## config.mk

```make
export PLATFORM = sky130hd
export DESIGN_NAME = ssr_regs
export DESIGN_NICKNAME = d
export VERILOG_FILES = /design/src/core/ssr_pkg.sv /design/src/core/ssr_regs.sv
export VERILOG_INCLUDE_DIRS = /design/src /design/src/core
export SDC_FILE = /design/constraint.sdc
export NUM_CORES = 1
export LEC_CHECK = 0
export ABC_AREA = 0
export BUFFER_PORTS_ARGS = -buffer_cell sky130_fd_sc_hd__buf_2
export CORE_AREA = 5 5 174 176
export DETAILED_ROUTE_END_ITERATION = 6
export DIE_AREA = 0 0 179 181
export HOLD_SLACK_MARGIN = 0.08
export PLACE_DENSITY = 0.85
export SYNTH_ARGS = -nofsm -noshare
export SYNTH_HDL_FRONTEND = slang
export SYNTH_SLANG_ARGS = --single-unit
```

## constraint.sdc

```tcl
create_clock -name clk -period 6.63 [get_ports clk]
set_clock_uncertainty 0.05 [all_clocks]
set_input_delay 1.989 -clock clk [delete_from_list [all_inputs] [get_ports clk]]
set_output_delay 1.989 -clock clk [all_outputs]
set_load 0.02 [all_outputs]
```

## src/core/ssr_defs.svh

```systemverilog
`ifndef SSR_DEFS_SVH
`define SSR_DEFS_SVH

// ****************************************************************
// Bus addressing
// ****************************************************************
`define SSR_SMB_BASE_ADDR 7'h18
`define SSR_SEL_ADDR 8'hff
`define SSR_DIAG_STRAP_KEY 4'ha

// ****************************************************************
// Shared register offsets, fields and defaults
// ****************************************************************
`define SSR_SH_STRAP 8'h00
`define SSR_SH_REV_ID 8'h01
`define SSR_SH_RST 8'h04
`define SSR_SH_IRQ_SUM 8'h05
`define SSR_SH_DIAG 8'h06
`define SSR_SH_RST_DEF 8'h01
`define SSR_SH_RST_SC_BIT 6
`define SSR_SH_RST_MASK 8'h30
`define SSR_SH_IRQA_BIT 3
`define SSR_SH_IRQB_BIT 2

// ****************************************************************
// Channel register offsets, fields and defaults
// ****************************************************************
`define SSR_CH_RST 8'h00
`define SSR_CH_IRQ 8'h01
`define SSR_CH_STAT 8'h02
`define SSR_CH_BOOST 8'h03
`define SSR_CH_OVR 8'h09
`define SSR_CH_CDR 8'h0a
`define SSR_CH_LOCKQ 8'h0c
`define SSR_CH_SHIFT 8'h0d
`define SSR_CH_PFD 8'h1e
`define SSR_CH_EQOVR 8'h2d
`define SSR_CH_PRBS 8'h30
`define SSR_CH_RST_SC_BIT 2
`define SSR_CH_IRQ_LOCK_BIT 4
`define SSR_CH_IRQ_SIG_BIT 0
`define SSR_CH_MUX_BIT 5
`define SSR_CH_DIV_BIT 2
`define SSR_CH_CDR_EN_BIT 3
`define SSR_CH_CDR_LVL_BIT 2
`define SSR_CH_SBT_BIT 3
`define SSR_CH_SHIFT_BIT 5
`define SSR_CH_PFD_SER_BIT 4
`define SSR_CH_EQOVR_BIT 3
`define SSR_CH_PRBS_BIT 3
`define SSR_CH_CDR_DEF 8'h10
`define SSR_CH_LOCKQ_DEF 8'h08
`define SSR_CH_PFD_DEF 8'he1

`endif

```

## src/core/ssr_pkg.sv

```systemverilog
package ssr_pkg;

	typedef enum logic [8:0]
	{
		SSR_IDLE = 9'h001,
		SSR_ADDR = 9'h002,
		SSR_ACK_A = 9'h004,
		SSR_PTR = 9'h008,
		SSR_ACK_P = 9'h010,
		SSR_WDATA = 9'h020,
		SSR_ACK_W = 9'h040,
		SSR_RDATA = 9'h080,
		SSR_RACK = 9'h100
	} ssr_smb_st_t;

	typedef struct packed
	{
		logic [7:0] boost_stages;
		logic boost_en;
		logic mux_ovr_en;
		logic div_ovr_en;
		logic cdr_rst_ovr_en;
		logic cdr_rst_lvl;
		logic sbt_qual_en;
		logic prbs_ser_en;
		logic prbs_cfg_en;
		logic prbs_shift_en;
	} ssr_chan_ctrl_t;

	typedef struct packed
	{
		logic [7:0] stat_s0;
		logic [7:0] stat_s1;
		logic [1:0] loss_s0;
		logic [1:0] loss_s1;
		logic [7:0] irq;
		logic [7:0] boost;
		logic [7:0] ovr;
		logic [7:0] cdr;
		logic [7:0] lockq;
		logic [7:0] shift;
		logic [7:0] pfd;
		logic [7:0] eqovr;
		logic [7:0] prbs;
	} ssr_chan_t;

	typedef struct packed
	{
		logic [1:0] scl_s;
		logic [1:0] sda_s;
		logic scl_d;
		logic sda_d;
		logic [1:0] strap_s0;
		logic [1:0] strap_s1;
		logic [1:0] cap_cnt;
		logic [3:0] strap;
		ssr_smb_st_t st;
		logic [7:0] sh;
		logic [3:0] cnt;
		logic rw;
		logic [7:0] ptr;
		logic sda_oe;
		logic sda_o;
		logic [7:0] sel;
		logic [7:0] sh_rst;
		logic [7:0] diag;
		ssr_chan_t [1:0] ch;
		ssr_chan_ctrl_t [1:0] ctl;
	} ssr_state_t;

endpackage

```

## src/core/ssr_regs.sv

```systemverilog
// Contract
// Diag key 0xa exposes strap in chan_reset_ctrl[7:4]
// Strap field shows power-up level, not live
// Floating strap pin latches as zero
// Shared shared_reset_ctrl bit6 resets shared set, self-clears
// Shared chan_interrupt_flags read-only revision and device id
// Shared channel_irq_summary bits3/2 flag channel A/B interrupt
// Broadcast bit writes both channel sets
// Channel reads follow select bits 1:0 only; the code decodes select bit 0 alone
// Select bit2 picks channel or shared set
// Writes to register_set_select always hit channel select
// Channel select reads back meaningless value
// Host writes full select byte, upper nibble zero
// Selector value table: 04,05,0c,0d, else shared; the code takes any value with bit2 set as a channel set
// Selection persists until select rewritten; the code also clears it on a shared bit6 reset
// Channel chan_reset_ctrl bit2 resets channel, self-clears
// Channel chan_interrupt_flags lock-loss bit4, signal-loss bit0
// Channel chan_recovery_status read-only recovery status byte
// Boost stages applied only while 0x2D bit3
// chan_override_enables bit5 mux, bit2 divider override enables
// chan_recovery_reset_ovr bit3 enables CDR reset, level bit2
// chan_lock_qualify bit3 lock qualification, default one
// Pattern start: 0x1E[4], 0x30[3], then chan_pattern_shift[5]
// Channel select resets to zero
`timescale 1ns/1ps
`include "ssr_defs.svh"

module ssr_regs
#(
	parameter logic [2:0] REVISION = 3'h1, // Arbitrary value
	parameter logic [4:0] DEVICE_ID = 5'h05, // Arbitrary value
	parameter int NCH = 2
)
(
	// Clock and reset
	input wire logic clk,
	input wire logic rst_b,
	// Management bus pins
	input wire logic scl_in,
	input wire logic sda_in,
	output logic sda_out,
	output logic sda_oe,
	// Address straps
	input wire logic [1:0] addr_strap,
	// Channel datapath side
	input wire logic [NCH-1:0][7:0] chan_status,
	input wire logic [NCH-1:0] lock_loss,
	input wire logic [NCH-1:0] signal_loss,
	output ssr_pkg::ssr_chan_ctrl_t [NCH-1:0] chan_ctrl
);

	ssr_pkg::ssr_state_t s_r;
	ssr_pkg::ssr_state_t s_nxt;

	// ****************************************************************
	// Defaults and register access helpers
	// ****************************************************************
	function automatic ssr_pkg::ssr_chan_t ch_default(input ssr_pkg::ssr_chan_t c);
		ssr_pkg::ssr_chan_t d;
		d = c;
		d.irq = 8'h00;
		d.boost = 8'h00;
		d.ovr = 8'h00;
		d.cdr = `SSR_CH_CDR_DEF;
		d.lockq = `SSR_CH_LOCKQ_DEF;
		d.shift = 8'h00;
		d.pfd = `SSR_CH_PFD_DEF;
		d.eqovr = 8'h00;
		d.prbs = 8'h00;
		return d;
	endfunction

	function automatic ssr_pkg::ssr_chan_t ch_write(input ssr_pkg::ssr_chan_t c, input logic [7:0] a,
		input logic [7:0] d);
		ssr_pkg::ssr_chan_t w;
		w = c;
		unique case (a)
			`SSR_CH_RST:
			begin
				if (d[`SSR_CH_RST_SC_BIT])
				begin
					w = ch_default(c);
				end
			end
			`SSR_CH_BOOST: w.boost = d;
			`SSR_CH_OVR: w.ovr = d;
			`SSR_CH_CDR: w.cdr = d;
			`SSR_CH_LOCKQ: w.lockq = d;
			`SSR_CH_SHIFT: w.shift = d;
			`SSR_CH_PFD: w.pfd = d;
			`SSR_CH_EQOVR: w.eqovr = d;
			`SSR_CH_PRBS: w.prbs = d;
			default: w = c;
		endcase
		return w;
	endfunction

	function automatic logic [7:0] ch_read(input ssr_pkg::ssr_chan_t c, input logic [7:0] a);
		logic [7:0] r;
		r = 8'h00;
		unique case (a)
			`SSR_CH_IRQ: r = c.irq;
			`SSR_CH_STAT: r = c.stat_s1;
			`SSR_CH_BOOST: r = c.boost;
			`SSR_CH_OVR: r = c.ovr;
			`SSR_CH_CDR: r = c.cdr;
			`SSR_CH_LOCKQ: r = c.lockq;
			`SSR_CH_SHIFT: r = c.shift;
			`SSR_CH_PFD: r = c.pfd;
			`SSR_CH_EQOVR: r = c.eqovr;
			`SSR_CH_PRBS: r = c.prbs;
			default: r = 8'h00;
		endcase
		return r;
	endfunction

	function automatic logic [7:0] reg_read(input ssr_pkg::ssr_state_t s, input logic [7:0] a);
		logic [7:0] r;
		logic [7:0] irq_sum;
		r = 8'h00;
		irq_sum = 8'h00;
		irq_sum[`SSR_SH_IRQA_BIT] = |s.ch[0].irq;
		irq_sum[`SSR_SH_IRQB_BIT] = |s.ch[1].irq;
		if (a == `SSR_SEL_ADDR)
		begin
			// Selector is not readable; bus sees a fixed filler
			r = 8'h00;
		end
		else if (s.sel[2])
		begin
			r = ch_read(s.ch[s.sel[0]], a);
		end
		else
		begin
			unique case (a)
				`SSR_SH_STRAP: r = (s.diag[3:0] == `SSR_DIAG_STRAP_KEY) ? {s.strap, 4'h0} : 8'h00;
				`SSR_SH_REV_ID: r = {REVISION, DEVICE_ID};
				`SSR_SH_RST: r = s.sh_rst;
				`SSR_SH_IRQ_SUM: r = irq_sum;
				`SSR_SH_DIAG: r = s.diag;
				default: r = 8'h00;
			endcase
		end
		return r;
	endfunction

	// ****************************************************************
	// Next-state logic
	// ****************************************************************
	logic scl_rise;
	logic scl_fall;
	logic bus_start;
	logic bus_stop;
	logic [7:0] rd_byte;

	always_comb
	begin
		s_nxt = s_r;
		scl_rise = s_r.scl_s[1] & ~s_r.scl_d;
		scl_fall = ~s_r.scl_s[1] & s_r.scl_d;
		bus_start = s_r.scl_s[1] & s_r.scl_d & s_r.sda_d & ~s_r.sda_s[1];
		bus_stop = s_r.scl_s[1] & s_r.scl_d & ~s_r.sda_d & s_r.sda_s[1];
		rd_byte = reg_read(s_r, s_r.ptr);

		// SCL is sampled, not used as a clock: 320 ns gives eight samples per period
		s_nxt.scl_s = {s_r.scl_s[0], scl_in};
		s_nxt.sda_s = {s_r.sda_s[0], sda_in};
		s_nxt.scl_d = s_r.scl_s[1];
		s_nxt.sda_d = s_r.sda_s[1];
		s_nxt.sda_o = 1'b0;

		// Straps settle through the synchroniser, then are frozen once
		s_nxt.strap_s0 = addr_strap;
		s_nxt.strap_s1 = s_r.strap_s0;
		if (s_r.cap_cnt != 2'd3)
		begin
			s_nxt.cap_cnt = s_r.cap_cnt + 2'd1;
		end
		if (s_r.cap_cnt == 2'd2)
		begin
			// Pads carry pull-downs, so an open strap reads low here
			s_nxt.strap = {2'b00, s_r.strap_s1};
		end

		// Bus engine
		if (bus_stop)
		begin
			s_nxt.st = ssr_pkg::SSR_IDLE;
			s_nxt.sda_oe = 1'b0;
		end
		else if (bus_start)
		begin
			s_nxt.st = ssr_pkg::SSR_ADDR;
			s_nxt.cnt = 4'd0;
			s_nxt.sda_oe = 1'b0;
		end
		else
		begin
			unique case (s_r.st)
				ssr_pkg::SSR_IDLE:
				begin
					s_nxt.sda_oe = 1'b0;
				end
				ssr_pkg::SSR_ADDR, ssr_pkg::SSR_PTR, ssr_pkg::SSR_WDATA:
				begin
					if (scl_rise)
					begin
						s_nxt.sh = {s_r.sh[6:0], s_r.sda_s[1]};
						s_nxt.cnt = s_r.cnt + 4'd1;
					end
					else if (scl_fall && s_r.cnt == 4'd8)
					begin
						s_nxt.cnt = 4'd0;
						s_nxt.sda_oe = 1'b1;
						if (s_r.st == ssr_pkg::SSR_ADDR)
						begin
							s_nxt.rw = s_r.sh[0];
							if (s_r.sh[7:1] == `SSR_SMB_BASE_ADDR + {5'h00, s_r.strap[1:0]})
							begin
								s_nxt.st = ssr_pkg::SSR_ACK_A;
							end
							else
							begin
								s_nxt.st = ssr_pkg::SSR_IDLE;
								s_nxt.sda_oe = 1'b0;
							end
						end
						else if (s_r.st == ssr_pkg::SSR_PTR)
						begin
							s_nxt.ptr = s_r.sh;
							s_nxt.st = ssr_pkg::SSR_ACK_P;
						end
						else
						begin
							s_nxt.st = ssr_pkg::SSR_ACK_W;
							// Selection holds until the next write of the selector or a shared_reset_ctrl bit6 reset
							if (s_r.ptr == `SSR_SEL_ADDR)
							begin
								s_nxt.sel = s_r.sh;
							end
							else if (s_r.sel[2])
							begin
								if (s_r.sel[3])
								begin
									for (int i = 0; i < NCH; i++)
									begin
										s_nxt.ch[i] = ch_write(s_r.ch[i], s_r.ptr, s_r.sh);
									end
								end
								else
								begin
									s_nxt.ch[s_r.sel[0]] = ch_write(s_r.ch[s_r.sel[0]], s_r.ptr, s_r.sh);
								end
							end
							else
							begin
								unique case (s_r.ptr)
									`SSR_SH_RST:
									begin
										if (s_r.sh[`SSR_SH_RST_SC_BIT])
										begin
											s_nxt.sh_rst = `SSR_SH_RST_DEF;
											s_nxt.diag = 8'h00;
											s_nxt.sel = 8'h00;
										end
										else
										begin
											s_nxt.sh_rst = (s_r.sh & `SSR_SH_RST_MASK) | `SSR_SH_RST_DEF;
										end
									end
									`SSR_SH_DIAG: s_nxt.diag = s_r.sh;
									default: s_nxt.diag = s_r.diag;
								endcase
							end
						end
					end
				end
				ssr_pkg::SSR_ACK_A, ssr_pkg::SSR_ACK_P, ssr_pkg::SSR_ACK_W:
				begin
					if (scl_fall)
					begin
						s_nxt.sda_oe = 1'b0;
						s_nxt.st = ssr_pkg::SSR_WDATA;
						if (s_r.st == ssr_pkg::SSR_ACK_W)
						begin
							s_nxt.ptr = s_r.ptr + 8'd1;
						end
						if (s_r.st == ssr_pkg::SSR_ACK_A && !s_r.rw)
						begin
							s_nxt.st = ssr_pkg::SSR_PTR;
						end
						if (s_r.st == ssr_pkg::SSR_ACK_A && s_r.rw)
						begin
							s_nxt.st = ssr_pkg::SSR_RDATA;
							s_nxt.sh = rd_byte;
							s_nxt.sda_oe = ~rd_byte[7];
						end
					end
				end
				ssr_pkg::SSR_RDATA:
				begin
					if (scl_rise)
					begin
						s_nxt.cnt = s_r.cnt + 4'd1;
					end
					else if (scl_fall)
					begin
						if (s_r.cnt == 4'd8)
						begin
							s_nxt.sda_oe = 1'b0;
							s_nxt.cnt = 4'd0;
							s_nxt.st = ssr_pkg::SSR_RACK;
							// Reading a channel flag byte consumes its events
							if (s_r.sel[2] && s_r.ptr == `SSR_CH_IRQ)
							begin
								s_nxt.ch[s_r.sel[0]].irq = 8'h00;
							end
						end
						else
						begin
							s_nxt.sh = {s_r.sh[6:0], 1'b0};
							s_nxt.sda_oe = ~s_r.sh[6];
						end
					end
				end
				ssr_pkg::SSR_RACK:
				begin
					if (scl_rise)
					begin
						if (s_r.sda_s[1])
						begin
							s_nxt.st = ssr_pkg::SSR_IDLE;
						end
						else
						begin
							s_nxt.ptr = s_r.ptr + 8'd1;
							s_nxt.cnt = 4'd9;
						end
					end
					else if (scl_fall && s_r.cnt == 4'd9)
					begin
						s_nxt.cnt = 4'd0;
						s_nxt.st = ssr_pkg::SSR_RDATA;
						s_nxt.sh = rd_byte;
						s_nxt.sda_oe = ~rd_byte[7];
					end
				end
				default:
				begin
					s_nxt.st = ssr_pkg::SSR_IDLE;
					s_nxt.sda_oe = 1'b0;
				end
			endcase
		end

		// Synchronisers and event sets come last: a channel write, clear or reset never stalls or loses them
		for (int i = 0; i < NCH; i++)
		begin
			s_nxt.ch[i].stat_s0 = chan_status[i];
			s_nxt.ch[i].stat_s1 = s_r.ch[i].stat_s0;
			s_nxt.ch[i].loss_s0 = {lock_loss[i], signal_loss[i]};
			s_nxt.ch[i].loss_s1 = s_r.ch[i].loss_s0;
			if (s_r.ch[i].loss_s1[1])
			begin
				s_nxt.ch[i].irq[`SSR_CH_IRQ_LOCK_BIT] = 1'b1;
			end
			if (s_r.ch[i].loss_s1[0])
			begin
				s_nxt.ch[i].irq[`SSR_CH_IRQ_SIG_BIT] = 1'b1;
			end
			s_nxt.ctl[i].boost_en = s_r.ch[i].eqovr[`SSR_CH_EQOVR_BIT];
			s_nxt.ctl[i].boost_stages = s_r.ch[i].eqovr[`SSR_CH_EQOVR_BIT] ? s_r.ch[i].boost : 8'h00;
			s_nxt.ctl[i].mux_ovr_en = s_r.ch[i].ovr[`SSR_CH_MUX_BIT];
			s_nxt.ctl[i].div_ovr_en = s_r.ch[i].ovr[`SSR_CH_DIV_BIT];
			s_nxt.ctl[i].cdr_rst_ovr_en = s_r.ch[i].cdr[`SSR_CH_CDR_EN_BIT];
			s_nxt.ctl[i].cdr_rst_lvl = s_r.ch[i].cdr[`SSR_CH_CDR_EN_BIT] & s_r.ch[i].cdr[`SSR_CH_CDR_LVL_BIT];
			s_nxt.ctl[i].sbt_qual_en = s_r.ch[i].lockq[`SSR_CH_SBT_BIT];
			s_nxt.ctl[i].prbs_ser_en = s_r.ch[i].pfd[`SSR_CH_PFD_SER_BIT];
			s_nxt.ctl[i].prbs_cfg_en = s_r.ch[i].prbs[`SSR_CH_PRBS_BIT];
			// Shift is gated so an early shift bit does not start a half-set pattern
			s_nxt.ctl[i].prbs_shift_en = s_r.ch[i].shift[`SSR_CH_SHIFT_BIT] & s_r.ch[i].pfd[`SSR_CH_PFD_SER_BIT]
				& s_r.ch[i].prbs[`SSR_CH_PRBS_BIT];
		end
	end

	// ****************************************************************
	// State register
	// ****************************************************************
	always_ff @(posedge clk or negedge rst_b)
	begin
		if (!rst_b)
		begin
			s_r <= '0;
			s_r.scl_s <= 2'b11;
			s_r.sda_s <= 2'b11;
			s_r.scl_d <= 1'b1;
			s_r.sda_d <= 1'b1;
			s_r.st <= ssr_pkg::SSR_IDLE;
			s_r.sel <= 8'h00;
			s_r.sh_rst <= `SSR_SH_RST_DEF;
			for (int i = 0; i < NCH; i++)
			begin
				s_r.ch[i].cdr <= `SSR_CH_CDR_DEF;
				s_r.ch[i].lockq <= `SSR_CH_LOCKQ_DEF;
				s_r.ch[i].pfd <= `SSR_CH_PFD_DEF;
				s_r.ctl[i].sbt_qual_en <= 1'b1;
			end
		end
		else
		begin
			s_r <= s_nxt;
		end
	end

	assign sda_out = s_r.sda_o;
	assign sda_oe = s_r.sda_oe;
	assign chan_ctrl = s_r.ctl;

endmodule

```

### Word-level counts from Yosys, hierarchy flattened

Cells that the tools add are included.

| storage, ports and cells | value |
|---|---|
| word-level logic and storage cells | 489 |
| register bits | 281 |
| bits of input ports | 26 |

| operators by class | value |
|---|---|
| reductions and logical operators | 46 |
| eq/ne operators | 134 |
| $add $sub $neg | 4 |
| mux-type cells | 209 |
| bitwise gates (word level) | 26 |
| $lt $le $gt $ge | 2 |

Operators with widths:

| cell | number |
|---|---|
| two-way mux 164 bit | 11 |
| two-way mux 8 bit | 96 |
| one-hot mux 8 bit (2 select lines) | 25 |
| bitwise mux 184 bit | 2 |
| one-hot mux 164 bit (2 select lines) | 1 |
| two-way mux 161 bit | 2 |
| two-way mux 72 bit | 4 |
| two-way mux 28 bit | 10 |
| two-way mux 92 bit | 3 |
| AND reduction 15 bit | 13 |
| demux 92 bit (select 1 bit) | 2 |
| != test 3 bit (second input constant) | 42 |
| two-way mux 9 bit | 10 |
| one-hot mux 8 bit (10 select lines) | 1 |
| != test 4 bit (second input constant) | 18 |
| != test 2 bit (second input constant) | 30 |
| one-hot mux 9 bit (5 select lines) | 1 |
| two-way mux 21 bit | 2 |
| one-hot mux 8 bit (5 select lines) | 1 |
| two-way mux 17 bit | 2 |
| AND reduction 11 bit | 3 |
| equality test 8 x 4 -> 1 bit (second input constant) | 4 |
| two-way mux 4 bit | 8 |
| != test 4 x 2 -> 1 bit (second input constant) | 8 |
| 54 further kinds | 122 |

### Logic depth before layout (Yosys ltp)

Gate-level depths: netlist of run 1.

| depth | value |
|---|---|
| depth in word-level cells | 26 |
| depth in mapped cells | 12 |
| depth with buffers taken out | 8 |

### Worst setup path before layout of run 1

OpenSTA, ideal clock, no wires.

| timing path | value |
|---|---|
| path type | reg2out |
| start point | reg s_r (netlist bit chan_ctrl[20]) |
| end point | out chan_ctrl[20] in the netlist's numbering |
| arrival | 615 ps |
| stages on the path, launching flop included | 2 |
| path slack | 3976 ps |
| data required time | 4591 ps |
| buffers on the path | 1 |
| path through | dfstp_2 buf_4 |

RTL lines:

| element | RTL line | source |
|---|---|---|
| start: declaration | ssr_regs.sv:52 | `ssr_pkg::ssr_state_t s_r;` |
| start signal: assignment | ssr_regs.sv:411 | `s_r <= s_nxt;` |
| end: declaration | ssr_regs.sv:49 | `output ssr_pkg::ssr_chan_ctrl_t [NCH-1:0] chan_ctrl` |

No word-level cell between the ends.

### Worst setup path after layout of run 1

| timing path | value |
|---|---|
| start point | reg s_r[248] in the netlist's numbering |
| end point | reg s_r[152] in the netlist's numbering |

| on the way | value |
|---|---|
| word-level cells in the longest chain between the ends | 21 |
| elaborated cells between the ends (all ways) | 31 |

Ends and longest elaborated chain:

| element | RTL line | source |
|---|---|---|
| equality test 8 x 4 -> 1 bit or logical NOT 8 bit (tied branches) | ssr_regs.sv:77 | `unique case (a)` |
| one-hot mux 8 bit (2 select lines) | ssr_regs.sv:77 |  |
| two-way mux 8 bit | ssr_regs.sv:243 | `if (s_r.sel[3])` |
| two-way mux 8 bit | ssr_regs.sv:241 | `else if (s_r.sel[2])` |
| two-way mux 8 bit | ssr_regs.sv:237 | `` if (s_r.ptr == `SSR_SEL_ADDR) `` |
| two-way mux 8 bit | ssr_regs.sv:228 | `else if (s_r.st == ssr_pkg::SSR_PTR)` |
| two-way mux 8 bit | ssr_regs.sv:215 | `if (s_r.st == ssr_pkg::SSR_ADDR)` |
| two-way mux 8 bit | ssr_regs.sv:211 | `else if (scl_fall && s_r.cnt == 4'd8)` |
| (+5 left out) | -- |  |
| two-way mux 164 bit | ssr_regs.sv:243 |  |
| two-way mux 164 bit | ssr_regs.sv:241 |  |
| two-way mux 164 bit | ssr_regs.sv:237 |  |
| two-way mux 164 bit | ssr_regs.sv:228 |  |
| two-way mux 164 bit | ssr_regs.sv:215 |  |
| two-way mux 164 bit | ssr_regs.sv:211 |  |
| two-way mux 164 bit | ssr_regs.sv:206 | `if (scl_rise)` |
| one-hot mux 164 bit (2 select lines) | ssr_regs.sv:199 | `unique case (s_r.st)` |

Parallel ways exist; a longest one is shown, timed or not. The select of a mux whose other input is x is not followed.
A chain may end at the register's enable or synchronous reset.

==> results of run 1 <==
-- how the worst min path moves through the flow --
stage / startpoint / to / slack, ns
detailed placement: s_nxt[110] / s_r[110] / 0.28
floorplan: s_nxt[106] / s_r[106] / 0.28
finish: s_nxt[107] / s_r[107] / 0.29
global route: s_nxt[115] / s_r[115] / 0.30
global placement: s_nxt[117] / s_r[117] / 0.28
CTS: s_nxt[107] / s_r[107] / 0.30
-- sequential cells by signal, summed over array words and instances (netlist names) --
register   count
chan_ctrl     34
s_nxt         40
s_r          201
sda_oe         1
-- stage by stage --
| step | power, mW | std cells | hold WS [ns] | area (um^2) | setup slack (ns) |
|---|---|---|---|---|---|
| floorplan | 1.89 | 1940 | 0.281 | 16900 | 3.98 |
| global placement | 2.00 | 2217 | 0.281 | 16900 | 3.02 |
| detailed placement | 2.01 | 2217 | 0.285 | 16900 | 2.91 |
| CTS | 3.96 | 2273 | 0.297 | 18100 | 2.87 |
| global route | 4.04 | 2274 | 0.304 | 18100 | 2.57 |
| finish | 3.95 | 2274 | 0.291 | 18100 | 2.74 |
-- final cells by class --
class                   count  share of cell area, %
clock buffers              36                   4.66
inverters                  54                   1.12
repair buffers             91                   3.07
clock inverters            20                   1.80
multi-input cells        1413                   48.4
well taps                 384                   2.65
flip-flops and latches    276                   38.3
-- placed cells by master, fill, tap and decap left out, drive strengths merged, types with 21 or more instances in the layout --
cell type / netlist / routed
a211oi: 36 / 36
a21oi: 169 / 169
a22o: 31 / 31
and2: 51 / 51
buf: 90 / 91
clkbuf: 107 / 36
dfrtp: 255 / 255
dfstp: 21 / 21
inv: 54 / 56
mux2: 23 / 23
mux2i: 70 / 70
nand2: 219 / 219
nand3: 86 / 86
nor2: 89 / 89
nor2b: 21 / 21
nor3: 81 / 81
o21ai: 148 / 148
o22ai: 35 / 35
o31ai: 90 / 90
-- cells in the mapped netlist (21+ instances only) --
cell and number:
nor3_1 74, o31ai_1 90, a21oi_1 168, a211oi_1 34, clkbuf_1 106, and2_1 51
inv_1 54, mux2i_1 70, nand2_1 219, buf_4 38, mux2_2 22, a22o_1 31
o22ai_1 33, dfrtp_1 255, o21ai_0 127, buf_2 40, nor2b_1 21, dfstp_2 21
nor2_1 87, nand3_1 84
-- power groups by stage --
stage / sequential [mW] / combinational (mW) / clock, mW
global route: 1.77 / 0.236 / 2.04
global placement: 1.79 / 0.207 / 0
CTS: 1.76 / 0.212 / 1.98
finish: 1.77 / 0.219 / 1.96
detailed placement: 1.79 / 0.212 / 0
floorplan: 1.76 / 0.133 / 0
-- routing by layer --
| metal | track usage, % | up-vias | wire (um) | part of all wire, % |
|---|---|---|---|---|
| li1 | - | 6969 | - | - |
| met3 | 6.44 | 323 | 6380 | 12 |
| met4 | 18.0 | 0 | 3630 | 7.0 |
| met1 | 42.0 | 7574 | 19000 | 37 |
| met2 | 45.5 | 1281 | 22500 | 44 |
| met5 | 0 | - | 0 | 0 |
-- critical path, stage by stage, from the launching register on --
cell and delay (ns):
dfrtp_1 0.55, or4_1 0.96, nor2_4 0.36, a31oi_1 0.18, a211o_2 0.66, buf_4 0.48, o31ai_1 0.36, o21ai_1 0.12
-- kinds of logic after synthesis --
logic type	after synthesis	synth area share, %
AOI/OAI and AO/OA	658	25.7
and+or+nand+nor	643	19.3
DFF	276	41.1
buffers and inverters	251	6.92
muxes	93	5.69
adders and majority gates	12	0.891
xor gates and xnor gates	6	0.312
other	1	0.0222
==> key figures, run 1 <==
Run status
  • Status: finished clean

Logic synthesis
  • Cells after Synth: approximately 1900
  • Area contributors post-synth: dfrtp_1 (38%), a21oi_1 (5.0%), nand2_1 (4.9%), mux2i_1 (4.2%), o31ai_1 (4.0%)
  • Share of the synthesized area in the top cell type: 37.9%
  • Post-synth EDFFs: 0
  • Cell taking the most area after synthesis: dfrtp_1
  • Net Count, Synth: ~2000
  • Synth Cell Area: between 15000 and 20000 um^2
  • Post-synthesis async set-or-reset flop share: 100%
  • Predominant post-synthesis flop cell: dfrtp_1
  • Seq cells post-synth: 276
  • Syn_area_per_cell: just under 9 um^2
  • Sequential-to-total area share from yosys stat: 41.1%
  • Ys Warns: 0
  • Distinct cell type count after synthesis: a little under 100

CTS
  • Clk sinks: around 280
  • H-tree depth: 1
  • Post-CTS setup buffer count: 0
  • Bufs on Longest Clock Path: 3
  • Clock slew at reported path FFs: roughly 0.060 ns
  • # resized after CTS: 0
  • Root buf cell: clkbuf_16
  • Worst-skew pair later-pin latency: between 0.5 and 0.6 ns
  • Hold-fix buffers, CTS: 0
  • CTS buffer count: 31
  • CTS tree: built

Worst setup path
  • Setup CP Type: flop to flop
  • Reg-to-reg endpoint: s_r[152]
  • Worst setup SP type: flop
  • CP required: 7.01 ns
  • Worst Reg-to-Reg Cells: 7
  • Reg2reg start: s_r[248]
  • Max FO, Critical Path: 52
  • R2r setup slk: between 2 and 3 ns
  • Worst setup EP type: flop
  • CP arrival: roughly 4.3 ns
  • Worst Setup SP: s_r[248]
  • Worst setup endpoint: s_r[152]

Die
  • Core Region: around 28000 um^2
  • Starting Density: approximately 59%
  • I/O pin count: 62
  • Die Ht: around 180 um
  • Total die area: roughly 32000 um^2
  • Die Width: 179 um
  • Row count: 62

Routing
  • First-pass detailed-route iteration total: 7
  • Via count: around 16000
  • Routed vias/inst: 7.10
  • Initial drt markers: between 2000 and 3000
  • Residual DRC count: 0
  • Post-route ant nets: 0
  • Post-DR wirelength/cell: between 20 and 25 um
  • Drt total wl: between 50 and 60 mm

Timing
  • Final-report max-slew violation count: 0
  • Final Cycle Share: between 50% and 60%
  • Fmax: 0.257 GHz
  • Hold Vio Cnt, Final: 0
  • Worst rel slew slack: around 17%
  • RSZ-0062 raised after global routing: false
  • Final min period: between 3 and 4 ns
  • Final setup vio count: 0
  • Final setup TNS: 0 ns
  • Actual transition at the worst max-transition pin: 1.24 ns

Worst hold path
  • WHS Path Cells: 0
  • Hold WC Path Type: flop to flop

Finish
  • Register area: between 6000 and 7000 um^2
  • Antenna diode count: 0
  • Nets: between 1500 and 2000
  • Area taken by multi-input logic gates: between 8000 and 9000 um^2
  • Layout cell share with drive strength beyond 1: between 10% and 20%
  • Fill cells: around 2300
  • P&R area growth vs syn: 7.46%
  • Fin util: a little under two thirds

Global routing
  • Initial antenna violation count: 0
  • Grt total ovfl: 0
  • Vias in the first global route: roughly 15000
  • Global-route wire length before repair: between 80 and 90 mm
  • GRT Total Usage: approximately 30%
  • Largest net degree at the start of global routing: around 140

Power and ir drop
  • Clk pwr share: ~50%
  • P_leak: about 7 nW
  • Logic pwr share: between 5 and 6%
  • Pwr dens: between 200 and 250 nW/um^2
  • Part of the power in registers: approximately 45%
  • Sw frac: ~24%
  • P_sw: 949 uW
  • Max IR drop VDD: around 0.0002 V
  • P_int: approximately 3.0 mW

Placement
  • Hpwl dp: between 30 and 40 mm
  • I/O Buffers: 60
  • Final GP Congestion: 1.01

Job
  • Total of max-cap violations: 0
No activity file was read; power rests on OpenSTA's default activity.
==> run 2, diff against run 1 <==
--- a/config.mk
+++ b/config.mk
@@ -8,9 +8,9 @@
 export LEC_CHECK = 0
 export ABC_AREA = 0
 export BUFFER_PORTS_ARGS = -buffer_cell sky130_fd_sc_hd__buf_2
-export CORE_AREA = 5 5 174 176
+export CORE_AREA = 5 5 178 180
 export DETAILED_ROUTE_END_ITERATION = 6
-export DIE_AREA = 0 0 179 181
+export DIE_AREA = 0 0 183 185
 export HOLD_SLACK_MARGIN = 0.08
 export PLACE_DENSITY = 0.85
 export SYNTH_ARGS = -nofsm -noshare
==> constraint.sdc (replaced) <==
create_clock -name clk -period 3.4 [get_ports clk]
set_clock_uncertainty 0.05 [all_clocks]
set_input_delay 1.02 -clock clk [delete_from_list [all_inputs] [get_ports clk]]
set_output_delay 1.02 -clock clk [all_outputs]
set_load 0.02 [all_outputs]
==> key figures, run 2 (synthesis results as in run 1) <==
Routing
  • Post-DR wirelength/cell: around 23 um
  • First-pass detailed-route iteration total: 7
  • Via count: around 16000
  • Residual DRC count: 0
  • Initial drt markers: about 2600
  • Drt total wl: ~53 mm
  • Post-route ant nets: 0
  • Routed vias/inst: 6.96

Worst setup path
  • Crit-path slowest cell: or3b_1
  • CP peak stage delay: 0.55 ns
  • Worst Path Buf+Inv: 1
  • R2r setup slk: ~0.22 ns
  • CP cell instances: inv_1 > ha_1 > or3b_1 > nor3_1 > o2111ai_1 > a21o_1 > or3_4 > o31ai_1
  • Worst setup EP type: flop
  • CP arrival: 3.60 ns
  • Largest delay contributor family on the critical path: simple AND/OR/NAND/NOR gates
  • Max FO, Critical Path: 15
  • Worst setup SP type: flop
  • CP required: 3.82 ns
  • Setup CP Type: flop to flop

Timing
  • Fmax: 0.314 GHz
  • RSZ-0062 raised after global routing: false
  • Actual transition at the worst max-transition pin: between 1 and 1.5 ns
  • Final-report max-slew violation count: 0
  • Final setup vio count: 0
  • Final setup TNS: 0 ns
  • Worst Slack Setup Final: 0.218 ns
  • Final min period: 3.18 ns
  • Worst rel slew slack: between 10% and 20%
  • WHS: roughly 0.29 ns
  • Hold Vio Cnt, Final: 0
  • Final Cycle Share: approximately 94%

CTS
  • Clk sinks: around 280
  • CTS tree: built
  • CTS buffer count: 30
  • H-tree depth: 1
  • Clock slew at reported path FFs: ~0.070 ns
  • Worst-skew pair later-pin latency: between 0.5 and 0.6 ns
  • Hold-fix buffers, CTS: 0
  • Post-CTS setup buffer count: 0
  • Bufs on Longest Clock Path: 3
  • # resized after CTS: 0
  • Root buf cell: clkbuf_16

Finish
  • Layout cell share with drive strength beyond 1: about 15%
  • Antenna diode count: 0
  • Register area: slightly below 7000 um^2
  • Post-route insts no fill: around 2400
  • Most frequent cells in the layout: dfrtp_1 (253), nand2_1 (219), a21oi_1 (168)
  • Area taken by multi-input logic gates: 8760 um^2
  • P&R area growth vs syn: 10.8%
  • Commonest non-fill, non-tap cell in the layout: dfrtp_1
  • Max FFs per register: between 200 and 250
  • Reg with most FFs: s_r
  • Fill cells: about 2500
  • Nets: 1971
  • Fin util: approximately 62%
  • Fin area: roughly 19000 um^2

Placement
  • I/O Buffers: 60
  • Placement Setup Slack: 0.315 ns
  • Placed cells: approximately 2300
  • Hpwl dp: about 36 mm
  • Area post-placement: 17600 um^2
  • Final GP Congestion: just under 1

Die
  • Die Width: between 150 and 200 um
  • Starting Density: between 50 and 60%
  • Core Region: around 30000 um^2
  • Total die area: 33900 um^2
  • Die Ht: 185 um
  • Row count: 64
  • I/O pin count: 62

Worst hold path
  • Hold WC Path Type: flop to flop

Power and ir drop
  • Logic pwr share: ~6.4%
  • Part of the power in registers: 45.2%
  • Clk pwr share: 48.3%
  • P_leak: about 7.4 nW
  • Total power: 7.59 mW
  • Sw frac: 23.9%
  • Max IR drop VDD: 0.000372 V
  • P_sw: roughly 1.8 mW
  • Pwr dens: between 400 and 500 nW/um^2
  • P_int: around 5.8 mW

Global routing
  • Initial antenna violation count: 0
  • GRT Total Usage: a little under a third
  • Vias in the first global route: 15642
  • Largest net degree at the start of global routing: between 150 and 200
  • Grt total ovfl: 0
  • Global-route wire length before repair: 84.2 mm

Job
  • Total of max-cap violations: 0

Run status
  • Status: finished clean
[run 2: layout make-up]
| class | count | area share, % |
|---|---|---|
| clock buffer | 40 | 4.55 |
| sequential | 276 | 37.2 |
| inverter | 54 | 1.09 |
| clock inverter | 16 | 1.43 |
| tap | 396 | 2.65 |
| multi-input combinational | 1413 | 46.9 |
| timing repair buffer | 158 | 6.20 |
[run 2: power groups by stage]
stage | logic (mW) | clock network (mW) | registers (mW)
after floorplan | 0.259 | 0 | 3.43
final | 0.488 | 3.67 | 3.43
after CTS | 0.475 | 3.70 | 3.43
after detailed placement | 0.467 | 0 | 3.49
after global routing | 0.522 | 3.83 | 3.43
after global placement | 0.454 | 0 | 3.48
[run 2: path summary, 6_finish.rpt]
check / startpoint / endpoint / depth (start not counted)
min: s_nxt[111] / s_r[111] / 0
min reg2reg: s_nxt[111] / s_r[111] / 0
max reg2reg: s_r[245] / s_r[184] / 8
min in group asynchronous: rst_b / s_r[253] / 1
max in group asynchronous: rst_b / chan_ctrl[20] / 2
max: s_r[245] / s_r[184] / 8
[run 2: metal layers]
layer | part of all wire (%) | global-route usage (%) | vias up
li1 | - | - | 7083
met2 | 44 | 47.4 | 1221
met4 | 6.7 | 16.5 | 0
met3 | 11 | 5.87 | 282
met1 | 38 | 40.5 | 7785
met5 | 0 | 0 | -
